<file path="src/core/brc_pkg.sv">
// constants and types for the bridge interrupt and control register
package brc_pkg;
  // ---------------------------------------------------------------
  // register map
  // ---------------------------------------------------------------
  localparam logic [11:0] BRC_OFF_BRIDGE_CTRL = 12'h03C;
  localparam logic [11:0] BRC_OFF_STATUS      = 12'h040;
  localparam logic [31:0] BRC_BRIDGE_CTRL_RST = 32'h0000_0000;
  localparam logic [31:0] BRC_BRIDGE_CTRL_WM  = 32'h086F_00FF;
  localparam logic [31:0] BRC_STATUS_WM       = 32'h0000_0003;
  // ---------------------------------------------------------------
  // field positions
  // ---------------------------------------------------------------
  localparam int BRC_B_FLOOD_EN = 27;
  localparam int BRC_B_DTSTAT   = 26;
  localparam int BRC_B_SECRST   = 22;
  localparam int BRC_B_ABORTSEL = 21;
  localparam int BRC_B_VGA_DECODE_ENABLE    = 19;
  localparam int BRC_B_ISA_DECODE_ENABLE    = 18;
  localparam int BRC_B_SYSTEM_ERROR_ENABLE   = 17;
  localparam int BRC_B_PARITY_RESPONSE_ENABLE    = 16;
  localparam int BRC_B_RSE      = 0;
  localparam int BRC_B_MASTER_DATA_PARITY_ERROR     = 1;
  // ---------------------------------------------------------------
  // decode constants and timing
  // ---------------------------------------------------------------
  localparam logic [31:0] BRC_VGA_MEM_LO = 32'h000A_0000;
  localparam logic [31:0] BRC_VGA_MEM_HI = 32'h000B_FFFF;
  localparam logic [9:0]  BRC_VGA_IO1_LO = 10'h3B0;
  localparam logic [9:0]  BRC_VGA_IO1_HI = 10'h3BB;
  localparam logic [9:0]  BRC_VGA_IO2_LO = 10'h3C0;
  localparam logic [9:0]  BRC_VGA_IO2_HI = 10'h3DF;
  localparam int          BRC_DT_WIDTH   = 15;
  localparam logic [7:0]  BRC_IRQ_PIN_ON = 8'h01;
  localparam logic [31:0] BRC_ALL_ONES   = 32'hFFFF_FFFF;

  typedef struct packed {
    logic        flood_en;
    logic        abort_sel;
    logic        vga_en;
    logic        isa_en;
    logic        serr_en;
    logic        perr_en;
    logic [7:0]  irq_line;
  } brc_ctrl_t;

  typedef struct packed {
    logic        valid;
    logic        is_io;
    logic [31:0] addr;
  } brc_req_t;

  typedef struct packed {
    logic [15:0] io_base;
    logic [15:0] io_base_hi;
    logic [15:0] io_limit;
    logic [15:0] io_limit_hi;
  } brc_io_win_t;

  typedef enum logic [1:0] {
    BRC_ABORT_NONE   = 2'b00,
    BRC_ABORT_TARGET = 2'b01,
    BRC_ABORT_ONES   = 2'b10,
    BRC_ABORT_DROP   = 2'b11
  } brc_abort_t;
endpackage

</file>
<file path="src/core/brc_top.sv">
// bridge interrupt and control register with apb access and side effects
`timescale 1ns/1ps
module brc_top
  import brc_pkg::*;
(
  input  wire logic        mclk_i,
  input  wire logic        resetn_i,
  input  wire logic        power_good_reset_n_i,
  // apb slave
  input  wire logic        psel_i,
  input  wire logic        penable_i,
  input  wire logic        pwrite_i,
  input  wire logic [11:0] paddr_i,
  input  wire logic [31:0] pwdata_i,
  output logic [31:0]      prdata_o,
  output logic             pready_o,
  output logic             pslverr_o,
  // command register enables and mode
  input  wire logic        cmd_serr_en_i,
  input  wire logic        pcix_mode_i,
  input  wire logic        discard_run_i,
  input  wire logic        hotplug_enable_i,
  input  wire logic        hotplug_event_i,
  // system error inputs
  input  wire logic        secondary_syserr_n_i,
  input  wire logic        hotplug_syserr_i,
  // parity
  input  wire logic        parity_detect_i,
  input  wire logic        secondary_parity_err_n_i,
  input  wire logic        parity_drive_req_i,
  output logic             secondary_parity_err_n_o,
  output logic             secondary_parity_err_oe_n_o,
  // master abort reporting
  input  wire logic        mabort_i,
  input  wire logic        mabort_posted_i,
  input  wire logic        mabort_read_i,
  output brc_abort_t       abort_action_o,
  output logic [31:0]      abort_rdata_o,
  // decode
  input  wire brc_req_t    host_req_i,
  input  wire brc_io_win_t io_win_i,
  output logic             vga_hit_o,
  output logic             io_hit_o,
  // outputs to link and bus
  output logic             secondary_reset_n_o,
  output logic             sync_flood_o,
  output logic             signaled_system_error_o,
  output logic             bridge_irq_a_n_o
);
  // ---------------------------------------------------------------
  // apb decode
  // ---------------------------------------------------------------
  wire access   = psel_i && penable_i;
  wire hit_ctrl = (paddr_i == BRC_OFF_BRIDGE_CTRL);
  wire hit_stat = (paddr_i == BRC_OFF_STATUS);
  wire wr_ctrl  = access && pwrite_i && hit_ctrl;
  wire wr_stat  = access && pwrite_i && hit_stat;

  assign pready_o  = 1'b1;
  assign pslverr_o = access && !(hit_ctrl || hit_stat);

  // ---------------------------------------------------------------
  // control fields
  // ---------------------------------------------------------------
  brc_ctrl_t ctrl_reg;
  brc_ctrl_t ctrl_next;
  logic      secrst_reg;
  logic      rse_reg;
  logic      master_data_parity_error_reg;
  logic      sse_reg;
  logic      flood_reg;
  logic [31:0] prdata_reg;
  brc_abort_t  abort_reg;
  logic [31:0] abort_rdata_reg;
  logic        dt_status;

  always_comb begin
    ctrl_next = ctrl_reg;
    if (wr_ctrl) begin
      ctrl_next.flood_en  = pwdata_i[BRC_B_FLOOD_EN];
      ctrl_next.abort_sel = pwdata_i[BRC_B_ABORTSEL];
      ctrl_next.vga_en    = pwdata_i[BRC_B_VGA_DECODE_ENABLE];
      ctrl_next.isa_en    = pwdata_i[BRC_B_ISA_DECODE_ENABLE];
      ctrl_next.serr_en   = pwdata_i[BRC_B_SYSTEM_ERROR_ENABLE];
      ctrl_next.perr_en   = pwdata_i[BRC_B_PARITY_RESPONSE_ENABLE];
      ctrl_next.irq_line  = pwdata_i[7:0];
    end
  end

  always_ff @(posedge mclk_i) begin
    if (!resetn_i) begin
      ctrl_reg   <= '0;
      secrst_reg <= 1'b0;
    end else begin
      ctrl_reg <= ctrl_next;
      if (wr_ctrl) begin
        secrst_reg <= pwdata_i[BRC_B_SECRST];
      end
    end
  end

  assign secondary_reset_n_o = !secrst_reg;

  // ---------------------------------------------------------------
  // discard timer
  // ---------------------------------------------------------------
  brc_discard_timer u_dt (
    .mclk_i      (mclk_i),
    .power_good_reset_n_i   (power_good_reset_n_i),
    .run_i       (discard_run_i),
    .pcix_mode_i (pcix_mode_i),
    .clear_i     (wr_ctrl && pwdata_i[BRC_B_DTSTAT]),
    .status_o    (dt_status)
  );

  // ---------------------------------------------------------------
  // error status, survives system reset
  // ---------------------------------------------------------------
  wire serr_in   = !secondary_syserr_n_i || hotplug_syserr_i;
  wire serr_both = cmd_serr_en_i && ctrl_reg.serr_en;
  wire flood_dt  = ctrl_reg.flood_en && cmd_serr_en_i && dt_status;
  wire flood_se  = serr_both && rse_reg;
  wire perr_seen = parity_detect_i || !secondary_parity_err_n_i;
  wire master_data_parity_error_set  = ctrl_reg.perr_en && perr_seen;
  wire posted_ab = mabort_i && mabort_posted_i && ctrl_reg.abort_sel;
  wire sse_set   = flood_dt || flood_se || posted_ab;

  always_ff @(posedge mclk_i) begin
    if (!power_good_reset_n_i) begin
      rse_reg   <= 1'b0;
      master_data_parity_error_reg  <= 1'b0;
      sse_reg   <= 1'b0;
      flood_reg <= 1'b0;
    end else begin
      if (serr_in) begin
        rse_reg <= 1'b1;
      end else if (wr_stat && pwdata_i[BRC_B_RSE]) begin
        rse_reg <= 1'b0;
      end
      if (master_data_parity_error_set) begin
        master_data_parity_error_reg <= 1'b1;
      end else if (wr_stat && pwdata_i[BRC_B_MASTER_DATA_PARITY_ERROR]) begin
        master_data_parity_error_reg <= 1'b0;
      end
      if (sse_set) begin
        sse_reg <= 1'b1;
      end
      if (flood_dt || flood_se) begin
        flood_reg <= 1'b1;
      end
    end
  end

  assign sync_flood_o            = flood_reg;
  assign signaled_system_error_o = sse_reg;

  // parity pin driven only when enabled
  assign secondary_parity_err_n_o    = 1'b0;
  assign secondary_parity_err_oe_n_o = !(ctrl_reg.perr_en && parity_drive_req_i);

  // ---------------------------------------------------------------
  // master abort response
  // ---------------------------------------------------------------
  wire brc_abort_t abort_next = !mabort_i ? BRC_ABORT_NONE :
                                ctrl_reg.abort_sel ? BRC_ABORT_TARGET :
                                mabort_read_i ? BRC_ABORT_ONES : BRC_ABORT_DROP;

  always_ff @(posedge mclk_i) begin
    if (!resetn_i) begin
      abort_reg       <= BRC_ABORT_NONE;
      abort_rdata_reg <= '0;
    end else begin
      abort_reg       <= abort_next;
      abort_rdata_reg <= (abort_next == BRC_ABORT_ONES) ? BRC_ALL_ONES : '0;
    end
  end
  assign abort_action_o = abort_reg;
  assign abort_rdata_o  = abort_rdata_reg;

  // ---------------------------------------------------------------
  // decode and interrupt
  // ---------------------------------------------------------------
  brc_decode u_dec (
    .req_i     (host_req_i),
    .vga_en_i  (ctrl_reg.vga_en),
    .isa_en_i  (ctrl_reg.isa_en),
    .win_i     (io_win_i),
    .vga_hit_o (vga_hit_o),
    .io_hit_o  (io_hit_o)
  );

  assign bridge_irq_a_n_o = !(hotplug_enable_i && hotplug_event_i);

  // ---------------------------------------------------------------
  // read data, reserved bits zero
  // ---------------------------------------------------------------
  wire [7:0]  irq_pin = hotplug_enable_i ? BRC_IRQ_PIN_ON : 8'h00;
  wire [31:0] ctrl_rd = {4'h0, ctrl_reg.flood_en, dt_status, 3'h0, secrst_reg, ctrl_reg.abort_sel,
                         1'b0, ctrl_reg.vga_en, ctrl_reg.isa_en, ctrl_reg.serr_en, ctrl_reg.perr_en,
                         irq_pin, ctrl_reg.irq_line};
  wire [31:0] stat_rd = {30'h0, master_data_parity_error_reg, rse_reg};
  wire [31:0] rd_next = hit_ctrl ? ctrl_rd : hit_stat ? stat_rd : 32'h0000_0000;

  always_ff @(posedge mclk_i) begin
    if (!resetn_i) begin
      prdata_reg <= '0;
    end else if (psel_i && !penable_i && !pwrite_i) begin
      prdata_reg <= rd_next;
    end
  end
  assign prdata_o = prdata_reg;

  // ---------------------------------------------------------------
  // checks
  // ---------------------------------------------------------------
  a_secrst_follow: assert property (@(posedge mclk_i) disable iff (!resetn_i)
    wr_ctrl |=> secondary_reset_n_o == !$past(pwdata_i[BRC_B_SECRST]))
    else $error("secondary reset pin wrong");
  a_flood_dt_sse: assert property (@(posedge mclk_i) disable iff (!power_good_reset_n_i)
    flood_dt |=> sse_reg && flood_reg) else $error("discard flood missed");
  a_serr_flood: assert property (@(posedge mclk_i) disable iff (!power_good_reset_n_i)
    serr_in && serr_both ##1 serr_both |=> flood_reg && sse_reg) else $error("system error flood missed");
  a_serr_masked: assert property (@(posedge mclk_i) disable iff (!power_good_reset_n_i)
    !serr_both && !posted_ab && !flood_dt && !sse_reg |=> !sse_reg) else $error("sse set while masked");
  a_rse_sticky: assert property (@(posedge mclk_i) disable iff (!power_good_reset_n_i)
    serr_in |=> rse_reg) else $error("received error not held");
  a_master_data_parity_error_block: assert property (@(posedge mclk_i) disable iff (!power_good_reset_n_i)
    !ctrl_reg.perr_en && !master_data_parity_error_reg |=> !master_data_parity_error_reg) else $error("parity status set while disabled");
  a_abort_target: assert property (@(posedge mclk_i) disable iff (!resetn_i)
    mabort_i && ctrl_reg.abort_sel |=> abort_action_o == BRC_ABORT_TARGET) else $error("target abort missing");
  a_abort_ones: assert property (@(posedge mclk_i) disable iff (!resetn_i)
    mabort_i && mabort_read_i && !ctrl_reg.abort_sel |=> abort_rdata_o == BRC_ALL_ONES) else $error("ones data missing");
  a_irq_pin_val: assert property (@(posedge mclk_i) disable iff (!resetn_i)
    psel_i && !penable_i && !pwrite_i && hit_ctrl |=> prdata_o[15:8] == {7'h00, $past(hotplug_enable_i)})
    else $error("interrupt pin value wrong");
  c_flood_dt: cover property (@(posedge mclk_i) disable iff (!power_good_reset_n_i) flood_dt);
  c_serr_flood: cover property (@(posedge mclk_i) disable iff (!power_good_reset_n_i) flood_se);
  c_abort_drop: cover property (@(posedge mclk_i) disable iff (!resetn_i) abort_action_o == BRC_ABORT_DROP);
  c_vga_hit: cover property (@(posedge mclk_i) vga_hit_o);
endmodule

</file>
<file path="src/core/brc_discard_timer.sv">
// 15-bit discard timer with status flag held across system reset
`timescale 1ns/1ps
module brc_discard_timer
  import brc_pkg::*;
(
  input  wire logic mclk_i,
  input  wire logic power_good_reset_n_i,
  input  wire logic run_i,
  input  wire logic pcix_mode_i,
  input  wire logic clear_i,
  output logic      status_o
);
  logic [BRC_DT_WIDTH-1:0] count_reg;
  logic                    status_reg;
  wire                     expire = run_i && (&count_reg);
  wire                     set_ev = expire && !pcix_mode_i;

  always_ff @(posedge mclk_i) begin
    if (!power_good_reset_n_i || !run_i) begin
      count_reg <= '0;
    end else begin
      count_reg <= count_reg + 1'b1;
    end
  end

  // power-good and software clear both clear; set beats software clear
  always_ff @(posedge mclk_i) begin
    if (!power_good_reset_n_i) begin
      status_reg <= 1'b0;
    end else if (set_ev) begin
      status_reg <= 1'b1;
    end else if (clear_i) begin
      status_reg <= 1'b0;
    end
  end
  assign status_o = status_reg;

  a_dt_pcix_block: assert property (@(posedge mclk_i) disable iff (!power_good_reset_n_i)
    pcix_mode_i && !status_reg |=> !status_reg) else $error("timeout status set in pcix mode");
  a_dt_expire_set: assert property (@(posedge mclk_i) disable iff (!power_good_reset_n_i)
    set_ev |=> status_reg) else $error("timeout status missed expiry");
endmodule

</file>
<file path="src/core/brc_decode.sv">
// vga and isa address decode for host-initiated accesses
`timescale 1ns/1ps
module brc_decode
  import brc_pkg::*;
(
  input  wire brc_req_t    req_i,
  input  wire logic        vga_en_i,
  input  wire logic        isa_en_i,
  input  wire brc_io_win_t win_i,
  output logic             vga_hit_o,
  output logic             io_hit_o
);
  function automatic logic in_range(input logic [31:0] v, input logic [31:0] lo, input logic [31:0] hi);
    in_range = (v >= lo) && (v <= hi);
  endfunction

  wire [31:0] base32  = {win_i.io_base_hi, win_i.io_base};
  wire [31:0] limit32 = {win_i.io_limit_hi, win_i.io_limit};
  wire        low64k  = (req_i.addr[31:16] == 16'h0000);
  wire [31:0] lo10    = {22'h0, req_i.addr[9:0]};
  wire        vga_mem = in_range(req_i.addr, BRC_VGA_MEM_LO, BRC_VGA_MEM_HI);
  wire        vga_io  = low64k && (in_range(lo10, {22'h0, BRC_VGA_IO1_LO}, {22'h0, BRC_VGA_IO1_HI}) ||
                                   in_range(lo10, {22'h0, BRC_VGA_IO2_LO}, {22'h0, BRC_VGA_IO2_HI}));
  wire        in_win  = in_range(req_i.addr, base32, limit32);
  wire        isa_cut = isa_en_i && low64k && (req_i.addr[9:8] != 2'b00);

  assign vga_hit_o = req_i.valid && vga_en_i && (req_i.is_io ? vga_io : vga_mem);
  assign io_hit_o  = req_i.valid && req_i.is_io && in_win && !isa_cut;
endmodule

</file>
<file path="config.mk">
export PLATFORM = sky130hd
export DESIGN_NAME = brc_top
export DESIGN_NICKNAME = d
export VERILOG_FILES = /design/src/core/brc_pkg.sv /design/src/core/brc_top.sv /design/src/core/brc_discard_timer.sv /design/src/core/brc_decode.sv
export SDC_FILE = /design/constraint.sdc
export NUM_CORES = 1
export LEC_CHECK = 0
export BUFFER_PORTS_ARGS = -buffer_cell sky130_fd_sc_hd__buf_2
export CAP_MARGIN = 20
export CORE_MARGIN = 2
export CORE_UTILIZATION = 41
export DETAILED_ROUTE_END_ITERATION = 10
export PLACE_DENSITY = 0.78
export SETUP_SLACK_MARGIN = 0.5
export SLEW_MARGIN = 20
export SYNTH_ARGS = -nofsm -noshare
export SYNTH_HDL_FRONTEND = slang
export SYNTH_SLANG_ARGS = --single-unit
</file>
<file path="constraint.sdc">
create_clock -name mclk_i -period 1.8 [get_ports mclk_i]
set_input_delay 0.09 -clock mclk_i [delete_from_list [all_inputs] [get_ports mclk_i]]
set_output_delay 0.09 -clock mclk_i [all_outputs]
set_load 0.02 [all_outputs]
</file>
Yosys cells after proc, flatten, opt, wreduce, memory -nomap -nowiden
Cells that the tools add are included.
{"block": "classes", "addsub": 1, "magnitude_cmp": 8, "eq_ne": 3, "n_mux": 14, "n_reduce_logical": 58}
{"cell": "$logic_and A1 B1 Y1", "n": 33}
{"cell": "$ge A32 B20 Y1 const B", "n": 1}
{"cell": "$ge A32 B32 Y1", "n": 1}
{"cell": "$le A32 B20 Y1 const B", "n": 1}
{"cell": "$le A32 B32 Y1", "n": 1}
{"cell": "$mux W32", "n": 1}
{"cell": "$mux W28", "n": 1}
{"cell": "$ge A10 B10 Y1 const B", "n": 2}
{"cell": "$le A10 B10 Y1 const B", "n": 2}
{"cell": "$logic_not A16 Y1", "n": 1}
{"cell": "$add A15 B1 Y15 const B", "n": 1}
{"cell": "$reduce_and A15 Y1", "n": 1}
{"cell": "$eq A12 B6 Y1 const B", "n": 1}
{"cell": "$eq A12 B7 Y1 const B", "n": 1}
{"cell": "$logic_not A1 Y1", "n": 12}
{"cell": "$mux W1", "n": 9}
{"cell": "$reduce_bool A2 Y1", "n": 4}
{"cell": "$logic_or A1 B1 Y1", "n": 7}
{"cell": "$mux W2", "n": 3}
{"cell": "$eq A2 B2 Y1 const B", "n": 1}
{"block": "totals", "ff_bits": 101, "input_bits": 161, "out_inout_bits": 76, "elab_cells": 101}

Depth between registers and ports, before layout
{"block": "depth", "word_depth": 6, "ltp_mapped": 8, "mapped_depth_nobuf": 8}

Cells and area by module
A second synthesis with hierarchy kept.
{"block": "unflattened", "hier_cells": 520, "area_unflattened_um2": 4296.6}
{"mod": "brc_top", "instances": 1, "cells_each": 202, "area_per_inst_um2": 1890.6, "seq_area_each_um2": 780.7}
{"mod": "brc_decode", "instances": 1, "cells_each": 239, "area_per_inst_um2": 1694.1, "seq_area_each_um2": 0.0}
{"mod": "brc_discard_timer", "instances": 1, "cells_each": 79, "area_per_inst_um2": 711.9, "seq_area_each_um2": 320.3}

Worst setup path after synthesis
Ideal clock, no wire load.
{"block": "synth_path", "kind": "input-to-output", "startpoint": "input port io_win_i[13] (netlist bit)", "endpoint": "output port io_hit_o", "arrival_time_ps": 1881, "required_ps": 1710, "path_slack_ps": -171, "stages": 7, "n_path_buf": 0, "path_cell_list": "inv_1 > ha_1 > nand4_2 > nor4_2 > nand3_1 > or4_1 > a221oi_2"}
{"block": "synth_between", "elab_chain_len": 4}
{"item": "start, declared", "line_no": "brc_top.sv:41", "text": "input wire brc_io_win_t io_win_i,"}
{"item": "$le A32 B32 Y1", "line_no": "brc_decode.sv:14", "text": "in_range = (v >= lo) && (v <= hi);"}
{"item": "$logic_and A1 B1 Y1", "line_no": "brc_decode.sv:14"}
{"item": "$logic_and A1 B1 Y1 (2 in a row)", "line_no": "brc_decode.sv:28", "text": "assign io_hit_o = req_i.valid && req_i.is_io && in_win && !isa_cut;"}
{"item": "end, declared", "line_no": "brc_top.sv:43", "text": "output logic io_hit_o,"}
No other way between the ends.

Worst setup path after layout
{"block": "layout_path", "startpoint": "input port io_win_i[62] (netlist bit)", "endpoint": "output port io_hit_o"}
{"block": "layout_between", "elab_chain_len": 4}
{"item": "$ge A32 B32 Y1", "line_no": "brc_decode.sv:14"}
{"item": "$logic_and A1 B1 Y1", "line_no": "brc_decode.sv:14"}
{"item": "$logic_and A1 B1 Y1 (2 in a row)", "line_no": "brc_decode.sv:28"}
No other way between the ends.

==> results.cfg <==
[sta]
setup_viol = 1
slew_viol_final = 0
period_share_pct = 117
finalHoldViolations = 0
rsz0062_at_grt = yes
fin_crit_ps = 2100
finClkSkew_ps = 7.85
hold-worst-slack_ps = 12.4
fmax_mhz = 477
timing.final.ws_setup_ps = -298

[yosys]
synthTopCellsByArea = dfxtp_1 (26%), ha_1 (19%), buf_4 (8.5%)
synthFlopType = dfxtp_1
synth_enable_flop_cells = 0
synth_commonest_cells = nand2_1 (71), inv_1 (69), ha_1 (65)
syn-cell-area_sq_um = 4260
synth_top_area_cell = dfxtp_1
synthCells = 540
synth_seq_area_share_pct = 25.9
yosys_register_bits = 55
syn_area_per_cell_sq_um = 7.88
synth_most_common_cell = nand2_1
yosysTopAreaCellShare_pct = 25.9
synth-async-reset-ratio_pct = 0
synth_cell_types = 46
yosys_warnings = 0

[power]
p_comb_share_pct = 32.1
power_density_nw_per_um2 = 449
switchingPower_mw = 0.896
swShare_pct = 30.9
clkPwrFrac_pct = 25.5
p_seq_share_pct = 42.4
p_leak_nw = 3.17
internal_power_mw = 2.01
ir_drop_uv = 485

[global_routing]
track_usage_pct = 22.5
antenna_found_initial = 0
grt_max_degree = 34
grt_pass1_vias = 4539
grt_overflow = 0
grt_pass1_wl_mm = 20.7

[drt]
drc = 3
finalWirelength_mm = 13.7
wl_per_cell_microns = 15.2
viasPerCell = 5.13
drt-pass1-iter-count = 8
drtIter0Drc = 172
num_vias = 4620
ant_nets = 0

[place]
dpl-instance-area_sq_um = 5630
place_ws_ps = -443
gp_congestion = 0.952
io_buffers = 203
numPlacedInstances = 874
hpwlAfterDp_mm = 10.6

[worst_setup_path]
r2r_slack_ps = 370
cp.required_ps = 1710
r2r_cells = 6
crit_arrival_ps = 2010
worstSetupStartpoint = io_win_i[62]
path_class = in -> out
r2r-start = u_dt.count_reg[0]
cp_max_fo = 3
crit_path_end_kind = primary output
crit_path_end = io_hit_o
r2r-end = u_dt.status_o
cp-start-kind = input pin

[clocking]
clock_sinks = 55
htree_levels = 2
numCtsBuffers = 5
cts_tree = done
root_buffer = clkbuf_8
clk_pin_slew_ps = 90
clk_latency_ps = 310
ctsLongestPathBuffers = 2

[floorplan]
io_pins = 237
rows = 37
dieArea_sq_um = 11200
die_y_microns = 106
core_area_sq_um = 10200
start_util_pct = 41.8
die_w_microns = 106

[outcome]
outcome = complete, but fails checks
violations = DRC, setup timing

[job]
drv_cap = 0

[cells_and_area]
syn_to_final_growth_pct = 51.7
drive_above_1_share_pct = 46.7
fin_nets = 990
final_cells = 901
fin_util_pct = 63.4
largest_reg_flops = 17
design_area_sq_um = 6460
antenna_cells = 0

[hold_path]
hold_path_class = in -> reg
min-delay-start = pwdata_i[19]
## layout by cell type (no fill, tap or decap), drive strengths merged, types with 3 or more instances in the layout
cell type,synthesis,routed
xnor2,4,4
nor3b,4,4
nand2,71,71
dlygate4sd3,0,3
nor2,25,25
a221o,3,3
and4,4,4
dfxtp,55,55
a221oi,3,3
a211oi,5,5
nand3,28,28
a21o,7,7
buf,53,260
inv,69,71
nor3,7,7
o21ai,10,10
xor2,9,9
nor4,7,7
and3,6,6
clkbuf,8,6
nand4,16,16
a21boi,34,34
ha,65,65
conb,2,17
a21oi,25,25
## cell type report
type / count / area, sq um
Multi-Input combinational cell: 370 / 3060
Fill cell: 797 / 3730
Timing Repair Buffer: 263 / 1720
Clock inverter: 2 / 17.5
Inverter: 69 / 292
Sequential cell: 55 / 1120
Clock buffer: 6 / 82.6
Tap cell: 136 / 170
## timing repair
| action | 4_1_cts | 5_1_grt |
|---|---|---|
| hold buffers | 2 | 1 |
| pin swaps | 37 | 27 |
| buffers inserted | 6 | 8 |
| endpoints found under the hold margin | 2 | 1 |
| gates cloned | 0 | 2 |
| resized for setup | 91 | 42 |
| setup endpoints to repair | 46 | 55 |
## worst min path at each step
stage	slack, ps	end	depth (start not counted)
6_report	10	ctrl_rd[19]	3
5_1_grt	10	ctrl_rd[5]	3
4_1_cts	3	secrst_reg	3
3_5_place_dp	290	abort_action_o[0]	2
3_3_place_gp	290	abort_action_o[0]	2
2_1_floorplan	190	abort_action_o[0]	1
## per-layer routing
metal	vias to the layer above	wire length, microns	track usage, %
met5	-	0	0
met4	0	333	7.80
met3	27	874	2.45
met2	207	7150	42.6
met1	2161	5290	26.2
li1	2225	-	-
## power by group through the flow
stage | Clock, mW | Combinational (mW) | Sequential, mW
finish | 0.739 | 0.933 | 1.23
floorplan | 0 | 0.464 | 1.27
global placement | 0 | 0.779 | 1.26
global route | 0.813 | 1.03 | 1.23
CTS | 0.757 | 0.903 | 1.23
detailed placement | 0 | 0.806 | 1.26
## worst max-delay path: stages
cell and delay, ps:
buf_2 90, inv_1 40, ha_1 290, nand4_1 170, nor4_1 240, a211oi_1 160, or4_4 450, a221oi_4 310
buf_6 160
## cell families after synthesis
group | count (synthesis) | synth area share [%]
AO/OA/AOI/OAI | 97 | 15.6
XOR/XNOR | 13 | 2.67
adder cells (fa/ha/maj) | 65 | 19.1
buffers and inverters | 130 | 15.8
flip-flops | 55 | 25.9
multiplexers | 1 | 0.235
other | 2 | 0.176
AND/OR/NAND/NOR | 177 | 20.5
## per-stage QoR
step                power [mW]  TNS [ps]
floorplan                 1.73     -38.2
global placement          2.04      -431
detailed placement        2.07      -443
CTS                       2.89      -227
global route              3.07      -349
finish                    2.90      -298
Note: power is estimated with default switching activity, not from simulation.
